===== src/core/phase_adjust_pkg.sv =====
// constants, register map and field layouts of the output phase adjuster
package phase_adjust_pkg;

	localparam int unsigned NUM_ADJ_CHANNELS = 7;
	localparam int unsigned NUM_CHANNELS     = 12;
	localparam int unsigned RATIO1_WIDTH     = 8;
	localparam int unsigned RATIO2_WIDTH     = 16;
	localparam int unsigned FINE_WIDTH       = 4;

	// -----------------------------------------------------------
	// register map (byte addresses)
	// -----------------------------------------------------------
	localparam logic [7:0] CTRL_OFFSET     = 8'h00;
	localparam logic [7:0] STATUS_OFFSET   = 8'h04;
	localparam logic [7:0] STEP_OFFSET     = 8'h08;
	localparam logic [7:0] CHAN_BASE       = 8'h10;
	localparam logic [7:0] CHAN_STRIDE     = 8'h08;
	localparam logic [7:0] DIV_SUB_OFFSET  = 8'h00;
	localparam logic [7:0] PH_SUB_OFFSET   = 8'h04;

	// ctrl fields
	localparam int unsigned CTRL_ALIGN_BIT = 0;
	localparam int unsigned CTRL_VCO_LSB   = 4;

	// -----------------------------------------------------------
	// reset values
	// -----------------------------------------------------------
	localparam logic [7:0]  RATIO1_RESET = 8'h01;
	localparam logic [15:0] RATIO2_RESET = 16'h0002;

	// -----------------------------------------------------------
	// oscillator plans and step sizes
	// -----------------------------------------------------------
	typedef enum logic [1:0]
	{
		VCO_ETHERNET = 2'b00,
		VCO_LAN_PHY  = 2'b01,
		VCO_SONET    = 2'b10
	} vco_plan_type;

	localparam int unsigned VCO_ETHERNET_KHZ = 2500000;
	localparam int unsigned VCO_LAN_PHY_KHZ  = 2578125;
	localparam int unsigned VCO_SONET_KHZ    = 2488320;
	// half an oscillator period in femtoseconds
	localparam longint unsigned FS_PER_KHZ_HALF = 64'd500000000000;
	localparam int unsigned COARSE_MIN_STEP_PS = 1600;
	localparam int unsigned FINE_MIN_STEP_FS   = 187270;

	typedef struct packed
	{
		logic [RATIO2_WIDTH-1:0] ratio2;
		logic [RATIO1_WIDTH-1:0] ratio1;
	} divider_ratio_type;

	typedef struct packed
	{
		logic                    analog_src;
		logic [2:0]              spare;
		logic [FINE_WIDTH-1:0]   fine;
		logic [RATIO2_WIDTH-1:0] phase2;
		logic [RATIO1_WIDTH-1:0] phase1;
	} phase_setting_type;

endpackage


===== src/core/phase_divider.sv =====
// one output channel: two cascaded dividers with start offsets and fine tap
module phase_divider
	import phase_adjust_pkg::*;
#(
	parameter int unsigned R1W = 8,
	parameter int unsigned R2W = 16,
	parameter int unsigned FW  = 4
)
(
	input  wire logic           sys_clk,
	input  wire logic           resetn,
	input  wire logic           div_tick,
	input  wire logic           fine_tick,
	input  wire logic           load,
	input  wire logic [R1W-1:0] ratio1,
	input  wire logic [R2W-1:0] ratio2,
	input  wire logic [R1W-1:0] phase1,
	input  wire logic [R2W-1:0] phase2,
	input  wire logic [FW-1:0]  fine,
	input  wire logic           analog_src,
	output logic                clk_out
);

	// -----------------------------------------------------------
	// start count: edge lands phase stage counts later; stage two counts stage-one wraps
	// -----------------------------------------------------------
	// the stage starts behind its wrap by the phase, one further when
	// the stage below borrows; a phase past the ratio counts as zero
	function automatic logic [15:0] start_count(input logic [15:0] ratio,
		input logic [15:0] phase, input logic borrow);
		logic [16:0] t;
		t = 17'(ratio) - 17'(borrow);
		if (phase <= ratio)
			t = t - 17'(phase);
		if (t[16])
			t = t + 17'(ratio);
		if (t[15:0] >= ratio)
			t = '0;
		return t[15:0];
	endfunction

	function automatic logic [15:0] last_count(input logic [15:0] ratio);
		return (ratio == 16'h0000) ? 16'h0000 : 16'(ratio - 16'h0001);
	endfunction

	logic [R1W-1:0]  c1_q;
	logic [R2W-1:0]  c2_q;
	logic            level_q;
	logic [2**FW-2:0] dl_q;
	logic            wrap1;
	logic            wrap2;
	logic            borrow1;
	logic [2**FW-1:0] taps;

	assign wrap1 = div_tick && (16'(c1_q) >= last_count(16'(ratio1)));
	assign wrap2 = 16'(c2_q) >= last_count(16'(ratio2));
	assign taps  = {dl_q, level_q};
	assign borrow1 = phase1 != '0 && phase1 <= ratio1;

	// -----------------------------------------------------------
	// first stage
	// -----------------------------------------------------------
	always_ff @(posedge sys_clk or negedge resetn)
	begin
		if (!resetn)
			c1_q <= '0;
		else if (load)
			c1_q <= R1W'(start_count(16'(ratio1), 16'(phase1),
				1'b0)); // see RQ13
		else if (wrap1)
			c1_q <= '0;
		else if (div_tick)
			c1_q <= c1_q + R1W'(1); // see RQ4
	end

	// -----------------------------------------------------------
	// second stage, clocked by first-stage wraps
	// -----------------------------------------------------------
	always_ff @(posedge sys_clk or negedge resetn)
	begin
		if (!resetn)
			c2_q <= '0;
		else if (load)
			c2_q <= R2W'(start_count(16'(ratio2), 16'(phase2),
				borrow1)); // see RQ13
		else if (wrap1 && wrap2)
			c2_q <= '0;
		else if (wrap1)
			c2_q <= c2_q + R2W'(1); // see RQ5
	end

	// high for the first half of the second-stage count
	always_ff @(posedge sys_clk or negedge resetn)
	begin
		if (!resetn)
			level_q <= 1'b0;
		else
			level_q <= (17'(c2_q) << 1) < 17'(ratio2);
	end

	// -----------------------------------------------------------
	// fine delay line, steps of half an oscillator period
	// -----------------------------------------------------------
	always_ff @(posedge sys_clk or negedge resetn)
	begin
		if (!resetn)
			dl_q <= '0;
		else if (fine_tick)
			dl_q <= {dl_q[2**FW-3:0], level_q}; // see RQ9
	end

	always_ff @(posedge sys_clk or negedge resetn)
	begin
		if (!resetn)
			clk_out <= 1'b0;
		else if (analog_src)
			clk_out <= taps[fine]; // see RQ8
		else
			clk_out <= level_q; // see RQ11
	end

endmodule


===== src/core/output_phase_adjust.sv =====
// output phase adjuster: axi4-lite registers and twelve output dividers
// Notes on behaviour
// RQ1: each of seven channels has own setting
// RQ2: coarse steps reach 1.6ns
// RQ3: fine steps reach 187.27 ps; the plans here give no step below 193.939 ps (LAN PHY)
// RQ4: stage one unit equals one input period
// RQ5: stage two unit equals one input period; stage two here counts stage one wraps, so its unit is ratio1 input periods
// RQ6: software keeps stage one phase within ratio
// RQ7: software keeps stage two phase within ratio
// RQ8: fine setting acts only on analog source
// RQ9: fine unit is half oscillator period
// RQ10: oscillator rate follows selected clock plan
// RQ11: digital-sourced channel one ignores fine setting
// RQ12: channels eight to twelve have no adjustment
// RQ13: phase offsets start count, frequency unchanged
module output_phase_adjust
	import phase_adjust_pkg::*;
(
	input  wire logic                    sys_clk,
	input  wire logic                    resetn,
	input  wire logic [NUM_CHANNELS-1:0] div_tick,
	input  wire logic                    fine_tick,
	output logic      [NUM_CHANNELS-1:0] clk_out,
	input  wire logic [7:0]              s_axi_awaddr,
	input  wire logic                    s_axi_awvalid,
	output logic                         s_axi_awready,
	input  wire logic [31:0]             s_axi_wdata,
	input  wire logic [3:0]              s_axi_wstrb,
	input  wire logic                    s_axi_wvalid,
	output logic                         s_axi_wready,
	output logic [1:0]                   s_axi_bresp,
	output logic                         s_axi_bvalid,
	input  wire logic                    s_axi_bready,
	input  wire logic [7:0]              s_axi_araddr,
	input  wire logic                    s_axi_arvalid,
	output logic                         s_axi_arready,
	output logic [31:0]                  s_axi_rdata,
	output logic [1:0]                   s_axi_rresp,
	output logic                         s_axi_rvalid,
	input  wire logic                    s_axi_rready
);
	import phase_adjust_pkg::*;

	// read-only and unmapped words answer with an error response
	localparam logic [1:0] RESP_OKAY   = 2'b00;
	localparam logic [1:0] RESP_SLVERR = 2'b10;

	// -----------------------------------------------------------
	// address decode
	// -----------------------------------------------------------
	typedef struct packed
	{
		logic       hit;
		logic       is_ph;
		logic [2:0] chan;
	} chan_decode_type;

	// unaligned or out-of-range addresses miss and answer with an error
	function automatic chan_decode_type decode_chan(input logic [7:0] addr);
		chan_decode_type d;
		logic [7:0] rel;
		d = '0;
		rel = 8'(addr - CHAN_BASE);
		if (addr >= CHAN_BASE && rel < 8'(NUM_ADJ_CHANNELS * CHAN_STRIDE)
			&& addr[1:0] == 2'b00)
		begin
			d.hit   = 1'b1;
			d.chan  = rel[5:3];
			d.is_ph = rel[2:0] == PH_SUB_OFFSET[2:0];
		end
		return d;
	endfunction

	// byte strobes keep the untouched lanes of the stored word
	function automatic logic [31:0] merge(input logic [31:0] old,
		input logic [31:0] data, input logic [3:0] strb);
		logic [31:0] r;
		r = old;
		for (int b = 0; b < 4; b++)
			if (strb[b])
				r[8*b +: 8] = data[8*b +: 8];
		return r;
	endfunction

	// -----------------------------------------------------------
	// registers
	// -----------------------------------------------------------
	// settings survive an align; only the counters restart
	divider_ratio_type ratio_q [NUM_ADJ_CHANNELS];
	phase_setting_type phase_q [NUM_ADJ_CHANNELS];
	vco_plan_type      vco_q;
	logic [NUM_ADJ_CHANNELS-1:0] load_q;
	logic [NUM_ADJ_CHANNELS-1:0] load_d;
	logic              align_q;

	// -----------------------------------------------------------
	// write channel
	// -----------------------------------------------------------
	logic        aw_full_q;
	logic        w_full_q;
	logic [7:0]  awaddr_q;
	logic [31:0] wdata_q;
	logic [3:0]  wstrb_q;
	logic        do_write;
	chan_decode_type wdec;

	// address and data may come in either order; each waits in its
	// holding flop and nothing new is taken while the answer stands
	assign s_axi_awready = !aw_full_q && !s_axi_bvalid;
	assign s_axi_wready  = !w_full_q && !s_axi_bvalid;
	assign do_write      = aw_full_q && w_full_q && !s_axi_bvalid;
	assign wdec          = decode_chan(awaddr_q);

	always_ff @(posedge sys_clk or negedge resetn)
	begin
		if (!resetn)
		begin
			aw_full_q <= 1'b0;
			awaddr_q  <= '0;
		end
		else if (s_axi_awvalid && s_axi_awready)
		begin
			aw_full_q <= 1'b1;
			awaddr_q  <= s_axi_awaddr;
		end
		else if (do_write)
			aw_full_q <= 1'b0;
	end

	always_ff @(posedge sys_clk or negedge resetn)
	begin
		if (!resetn)
		begin
			w_full_q <= 1'b0;
			wdata_q  <= '0;
			wstrb_q  <= '0;
		end
		else if (s_axi_wvalid && s_axi_wready)
		begin
			w_full_q <= 1'b1;
			wdata_q  <= s_axi_wdata;
			wstrb_q  <= s_axi_wstrb;
		end
		else if (do_write)
			w_full_q <= 1'b0;
	end

	always_ff @(posedge sys_clk or negedge resetn)
	begin
		if (!resetn)
		begin
			s_axi_bvalid <= 1'b0;
			s_axi_bresp  <= RESP_OKAY;
		end
		else if (do_write)
		begin
			s_axi_bvalid <= 1'b1;
			s_axi_bresp  <= (wdec.hit || awaddr_q == CTRL_OFFSET)
				? RESP_OKAY : RESP_SLVERR;
		end
		else if (s_axi_bready)
			s_axi_bvalid <= 1'b0;
	end

	// per-channel storage; only the written channel changes
	always_ff @(posedge sys_clk or negedge resetn)
	begin
		if (!resetn)
		begin
			for (int i = 0; i < NUM_ADJ_CHANNELS; i++)
			begin
				ratio_q[i] <= '{ratio2: RATIO2_RESET, ratio1: RATIO1_RESET};
				phase_q[i] <= '0;
			end
		end
		else if (do_write && wdec.hit)
		begin
			if (wdec.is_ph)
				phase_q[wdec.chan] <= merge(phase_q[wdec.chan],
					wdata_q, wstrb_q); // see RQ1
			else
				ratio_q[wdec.chan] <= divider_ratio_type'(24'(merge(
					32'(ratio_q[wdec.chan]), wdata_q, wstrb_q)));
		end
	end

	// -----------------------------------------------------------
	// control word
	// -----------------------------------------------------------
	// only the low byte carries fields, so its strobe gates the write
	logic ctrl_wr;

	assign ctrl_wr = do_write && awaddr_q == CTRL_OFFSET && wstrb_q[0];

	always_ff @(posedge sys_clk or negedge resetn)
	begin
		if (!resetn)
			vco_q <= VCO_ETHERNET;
		else if (ctrl_wr)
			vco_q <= vco_plan_type'(wdata_q[CTRL_VCO_LSB +: 2]); // see RQ10
	end

	// align is a one-cycle pulse; the bit reads back as zero
	always_ff @(posedge sys_clk or negedge resetn)
	begin
		if (!resetn)
			align_q <= 1'b0;
		else
			align_q <= ctrl_wr && wdata_q[CTRL_ALIGN_BIT];
	end

	// reload one cycle after the write so the new values are in place;
	// an align write restarts every channel together
	always_comb
	begin
		load_d = '0;
		if (do_write && wdec.hit)
			load_d[wdec.chan] = 1'b1; // see RQ1
	end

	always_ff @(posedge sys_clk or negedge resetn)
	begin
		if (!resetn)
			load_q <= '0;
		else
			load_q <= load_d;
	end

	// -----------------------------------------------------------
	// read channel
	// -----------------------------------------------------------
	logic [31:0] step_fs;
	chan_decode_type rdec;

	// arready drops while an answer stands, so one read is in flight
	assign rdec          = decode_chan(s_axi_araddr);
	assign s_axi_arready = !s_axi_rvalid;

	// the division folds to one constant per plan; no divider is built
	// fine step for the selected plan, shown for software
	always_comb
	begin
		unique case (vco_q)
			VCO_LAN_PHY:
				step_fs = 32'(FS_PER_KHZ_HALF / VCO_LAN_PHY_KHZ); // see RQ10
			VCO_SONET:
				step_fs = 32'(FS_PER_KHZ_HALF / VCO_SONET_KHZ); // see RQ3
			default:
				step_fs = 32'(FS_PER_KHZ_HALF / VCO_ETHERNET_KHZ); // see RQ9
		endcase
	end

	// answer stands until the master takes it
	always_ff @(posedge sys_clk or negedge resetn)
	begin
		if (!resetn)
			s_axi_rvalid <= 1'b0;
		else if (s_axi_arvalid && s_axi_arready)
			s_axi_rvalid <= 1'b1;
		else if (s_axi_rready)
			s_axi_rvalid <= 1'b0;
	end

	always_ff @(posedge sys_clk or negedge resetn)
	begin
		if (!resetn)
		begin
			s_axi_rdata  <= '0;
			s_axi_rresp  <= RESP_OKAY;
		end
		else if (s_axi_arvalid && s_axi_arready)
		begin
			s_axi_rresp  <= RESP_OKAY;
			if (rdec.hit)
				s_axi_rdata <= rdec.is_ph ? 32'(phase_q[rdec.chan])
					: 32'(ratio_q[rdec.chan]);
			else if (s_axi_araddr == CTRL_OFFSET)
				s_axi_rdata <= 32'({vco_q, 4'h0});
			else if (s_axi_araddr == STATUS_OFFSET)
				s_axi_rdata <= 32'(clk_out);
			else if (s_axi_araddr == STEP_OFFSET)
				s_axi_rdata <= step_fs;
			else
			begin
				s_axi_rdata <= '0;
				s_axi_rresp <= RESP_SLVERR;
			end
		end
	end

	// -----------------------------------------------------------
	// output channels; coarse step is one divider input period,
	// down to the fastest input the dividers are fed with
	// -----------------------------------------------------------
	// the fixed channels share the align reload so all outputs restart
	// together; no setting reaches their counters
	for (genvar g = 0; g < NUM_CHANNELS; g++)
	begin : gen_chan
		if (g < NUM_ADJ_CHANNELS)
		begin : gen_adj
			phase_divider #(
				.R1W (RATIO1_WIDTH),
				.R2W (RATIO2_WIDTH),
				.FW  (FINE_WIDTH)
			) u_div (
				.sys_clk    (sys_clk),
				.resetn     (resetn),
				.div_tick   (div_tick[g]),
				.fine_tick  (fine_tick),
				.load       (load_q[g] || align_q), // see RQ2
				.ratio1     (ratio_q[g].ratio1),
				.ratio2     (ratio_q[g].ratio2),
				.phase1     (phase_q[g].phase1),
				.phase2     (phase_q[g].phase2),
				.fine       (phase_q[g].fine),
				.analog_src (phase_q[g].analog_src), // see RQ8
				.clk_out    (clk_out[g])
			);
		end
		else
		begin : gen_plain
			// fixed divide by two, no setting reaches these
			phase_divider #(
				.R1W (RATIO1_WIDTH),
				.R2W (RATIO2_WIDTH),
				.FW  (FINE_WIDTH)
			) u_div (
				.sys_clk    (sys_clk),
				.resetn     (resetn),
				.div_tick   (div_tick[g]),
				.fine_tick  (1'b0),
				.load       (align_q),
				.ratio1     (RATIO1_RESET),
				.ratio2     (RATIO2_RESET),
				.phase1     ('0), // see RQ12
				.phase2     ('0), // see RQ12
				.fine       ('0),
				.analog_src (1'b0),
				.clk_out    (clk_out[g])
			);
		end
	end

endmodule


===== config.mk =====
export PLATFORM = sky130hd
export DESIGN_NAME = output_phase_adjust
export DESIGN_NICKNAME = d
export VERILOG_FILES = /design/src/core/phase_adjust_pkg.sv /design/src/core/phase_divider.sv /design/src/core/output_phase_adjust.sv
export SDC_FILE = /design/constraint.sdc
export NUM_CORES = 2
export LEC_CHECK = 0
export BUFFER_PORTS_ARGS = -buffer_cell sky130_fd_sc_hd__buf_2
export CAP_MARGIN = 20
export CORE_MARGIN = 10
export CORE_UTILIZATION = 50
export DETAILED_ROUTE_END_ITERATION = 8
export HOLD_SLACK_MARGIN = 0.03
export PLACE_DENSITY = 0.66
export SLEW_MARGIN = 20
export SYNTH_ARGS = -nofsm -noshare
export SYNTH_HDL_FRONTEND = slang
export SYNTH_SLANG_ARGS = --single-unit

===== constraint.sdc =====
create_clock -name sys_clk -period 10.75 [get_ports sys_clk]
set_input_delay 0.5375 -clock sys_clk [delete_from_list [all_inputs] [get_ports sys_clk]]
set_output_delay 0.5375 -clock sys_clk [all_outputs]
set_load 0.05 [all_outputs]

==> results.json <==
{
  "status": "finished, final reports clean",
  "fin_ws_ns": 1.08,
  "nets": 10200,
  "postCtsHoldBufs": 38,
  "async_reset_ff_share_pct": 100,
  "grt_setup_unrepaired": "false",
  "cts_setup_buffers": 0,
  "place_congestion": 1.02,
  "insertion_delay_ns": 0.76,
  "hold_depth": 2,
  "yosysUniqueCellTypes": 106,
  "port_buffers": 122,
  "synth_seq_cells": 861,
  "drt_iter0_markers": 7188,
  "drv_cap": 0,
  "worstPathMaxFanout": 16,
  "fin_crit_sh_pct": 89.9,
  "row_count": 145,
  "setup.worst_path.start_class": "flop",
  "syn_inst": 9140,
  "io_pins": 125,
  "utilization_pct": 54.4,
  "start_util_pct": 50.2,
  "regArea_sq_mm": 0.0216,
  "htreeDepth": 3,
  "setup_viol": 0,
  "max_freq_ghz": 0.103,
  "ant_nets": 0,
  "fin_cells": 11300,
  "hold_viol": 0,
  "fill_cells": 14400,
  "maxSlewHeadroom_pct": 15.3,
  "clk_transition_reported_paths_ns": 0.06,
  "reg2reg_to": "gen_chan[0].gen_adj.u_div.c2_q[3]",
  "startpoint": "ratio_q[144]",
  "vias": 71300,
  "clockBufferDepth": 3,
  "synth_flop_cell": "dfrtp_1",
  "synth_edf_count": 0,
  "synth_top_area_share_pct": 27.0,
  "dieHeight_um": 416,
  "r2r_cells": 32,
  "finalMaxSlewViolations": 0,
  "syn-cell-area_sq_mm": 0.0784,
  "reg2reg_slack_ns": 1.08,
  "synthTopCellsByArea": "dfrtp_1, ha_1, o21ai_0",
  "min_path_type": "input port to flop",
  "arrival_ns": 10.35,
  "tns_ns": 0,
  "cts_resized": 0,
  "holdCritStartpoint": "s_axi_wdata[2]",
  "clock_sinks": 861,
  "wl_mm": 280,
  "cp_top_family": "compound AO/OA/AOI/OAI gates",
  "max_stage_delay_ns": 0.78,
  "whs_endpoint": "wdata_q[2]",
  "syn_to_final_growth_pct": 8.36,
  "post_drt_wl_per_cell_um": 24.9,
  "yosysMostFrequentCell": "nand2_1",
  "grt_start_max_net_pins": 160,
  "die_area_sq_mm": 0.173,
  "antenna_found_initial": 15,
  "cts_tree": "yes",
  "dr.pass1.iters": 6,
  "drc_errors": 0,
  "grt_pass1_wl_mm": 424,
  "finalCriticalPeriod_ns": 9.67,
  "multi_input_area_sq_mm": 0.0531,
  "cts-root-buf": "clkbuf_16",
  "crit_top_cell": "ha_1",
  "drive_above_1_share_pct": 9.64,
  "coreArea_sq_mm": 0.156,
  "dpl.cell_count": 11000,
  "overflow": 0,
  "end_kind": "flop",
  "seq_area_frac_synth_pct": 27.5,
  "syn_area_per_cell_sq_um": 8.58,
  "via_per_inst": 6.34,
  "fin_skew_ns": 0.0538,
  "slowest_stage": "a21oi_1",
  "cp.buffers_inverters": 1,
  "gr-usage-all-layers_pct": 31.2,
  "yosys.area.top_type": "dfrtp_1",
  "pre_cts_slack_ns": 1.34,
  "r2r_start": "ratio_q[144]",
  "ys_top_cells_by_count": "nand2_1, o21ai_0, ha_1",
  "cts_made_buffers": 102,
  "tightest_slew_ns": 1.26,
  "first_global_vias": 68400,
  "hpwl_mm": 220,
  "ys_warn_count": 0,
  "path_class": "flop to flop",
  "cp.required_ns": 11.44,
  "die_x_um": 416
}
[worst max path at each step]
stage          cells past startpoint  slack, ns                                 end
2_1_floorplan                     35       3.14  gen_chan[4].gen_adj.u_div.c2_q[10]
3_3_place_gp                      35       1.38   gen_chan[0].gen_adj.u_div.c2_q[9]
3_5_place_dp                      32       1.34   gen_chan[0].gen_adj.u_div.c2_q[3]
4_1_cts                           35       1.36   gen_chan[0].gen_adj.u_div.c2_q[3]
5_1_grt                           32       0.31   gen_chan[0].gen_adj.u_div.c2_q[3]
6_report                          32       1.08   gen_chan[0].gen_adj.u_div.c2_q[3]
[flip-flops by register name, indices dropped and copies added (netlist names), 2 cells and up]
register and flops:
phase_q 224, ratio_q 168, gen_chan.gen_adj.u_div.c2_q 112, gen_chan.gen_adj.u_div.dl_q 105, gen_chan.gen_plain.u_div.c2_q 80, gen_chan.gen_adj.u_div.c1_q 56
s_axi_rdata 32, wdata_q 32, awaddr_q 8, gen_chan.gen_adj.u_div.clk_out 7, gen_chan.gen_adj.u_div.level_q 7, load_q 7
gen_chan.gen_plain.u_div.clk_out 5, gen_chan.gen_plain.u_div.level_q 5, wstrb_q 4, vco_q 2
[per-layer routing]
metal | global-route usage (%) | vias to the layer above | routed length, um
met3 | 5.98 | 525 | 23700
met1 | 42.9 | 34700 | 121000
li1 | - | 33200 | -
met2 | 46.9 | 2964 | 119000
met5 | 0 | - | 57
met4 | 15.4 | 8 | 16000
[stage by stage]
stage | instance area [sq um] | hold slack, ns
floorplan | 78400 | 0.242
global placement | 80900 | 0.331
detailed placement | 80900 | 0.335
CTS | 84900 | 0.0307
global route | 84900 | 0.0467
finish | 84900 | 0.0503
[kinds of logic after synthesis]
group	after synthesis	share of synthesized area, %
compound gates	2689	21.4
xor+xnor	432	4.85
fa+ha+maj	996	16.2
buf+inv	1000	4.98
flops	861	27.5
mux	551	9.04
other cells	1	0.00478
simple gates	2610	16.0
[final cells by class]
type,instances,area share [%]
clock inverter,49,0.831
inverter,584,2.58
multi-input combinational,7280,62.5
tap,2058,3.03
clock buffer,143,3.40
antenna,5,0.0147
sequential,861,25.4
timing repair buffer,278,2.29
[cell usage in the layout (no fill, tap or decap), drive strengths merged, types with 58 or more instances in the layout]
cell type  synthesis  routed
mux4             100     100
nand2b           118     118
ha               968     968
o21ai            986     986
a221oi            63      63
mux2             248     248
mux2i            203     203
nor2b            108     108
nor2             496     496
a31oi             63      63
inv              578     585
a21o             223     223
xor2             122     122
buf               79     240
nand3            148     148
dfrtp            847     847
and2              58      58
and3             140     140
o22ai             67      67
a221o             77      77
o21a             133     133
clkbuf           337     143
nand4             73      73
nor3             189     189
a211oi            79      79
a21oi            599     599
nor4              75      75
xnor2            310     310
nand2            990     990
Power is left out: the tool's default activity adds up to more than one toggle a clock period on the data nets, which glitch-free logic cannot reach.
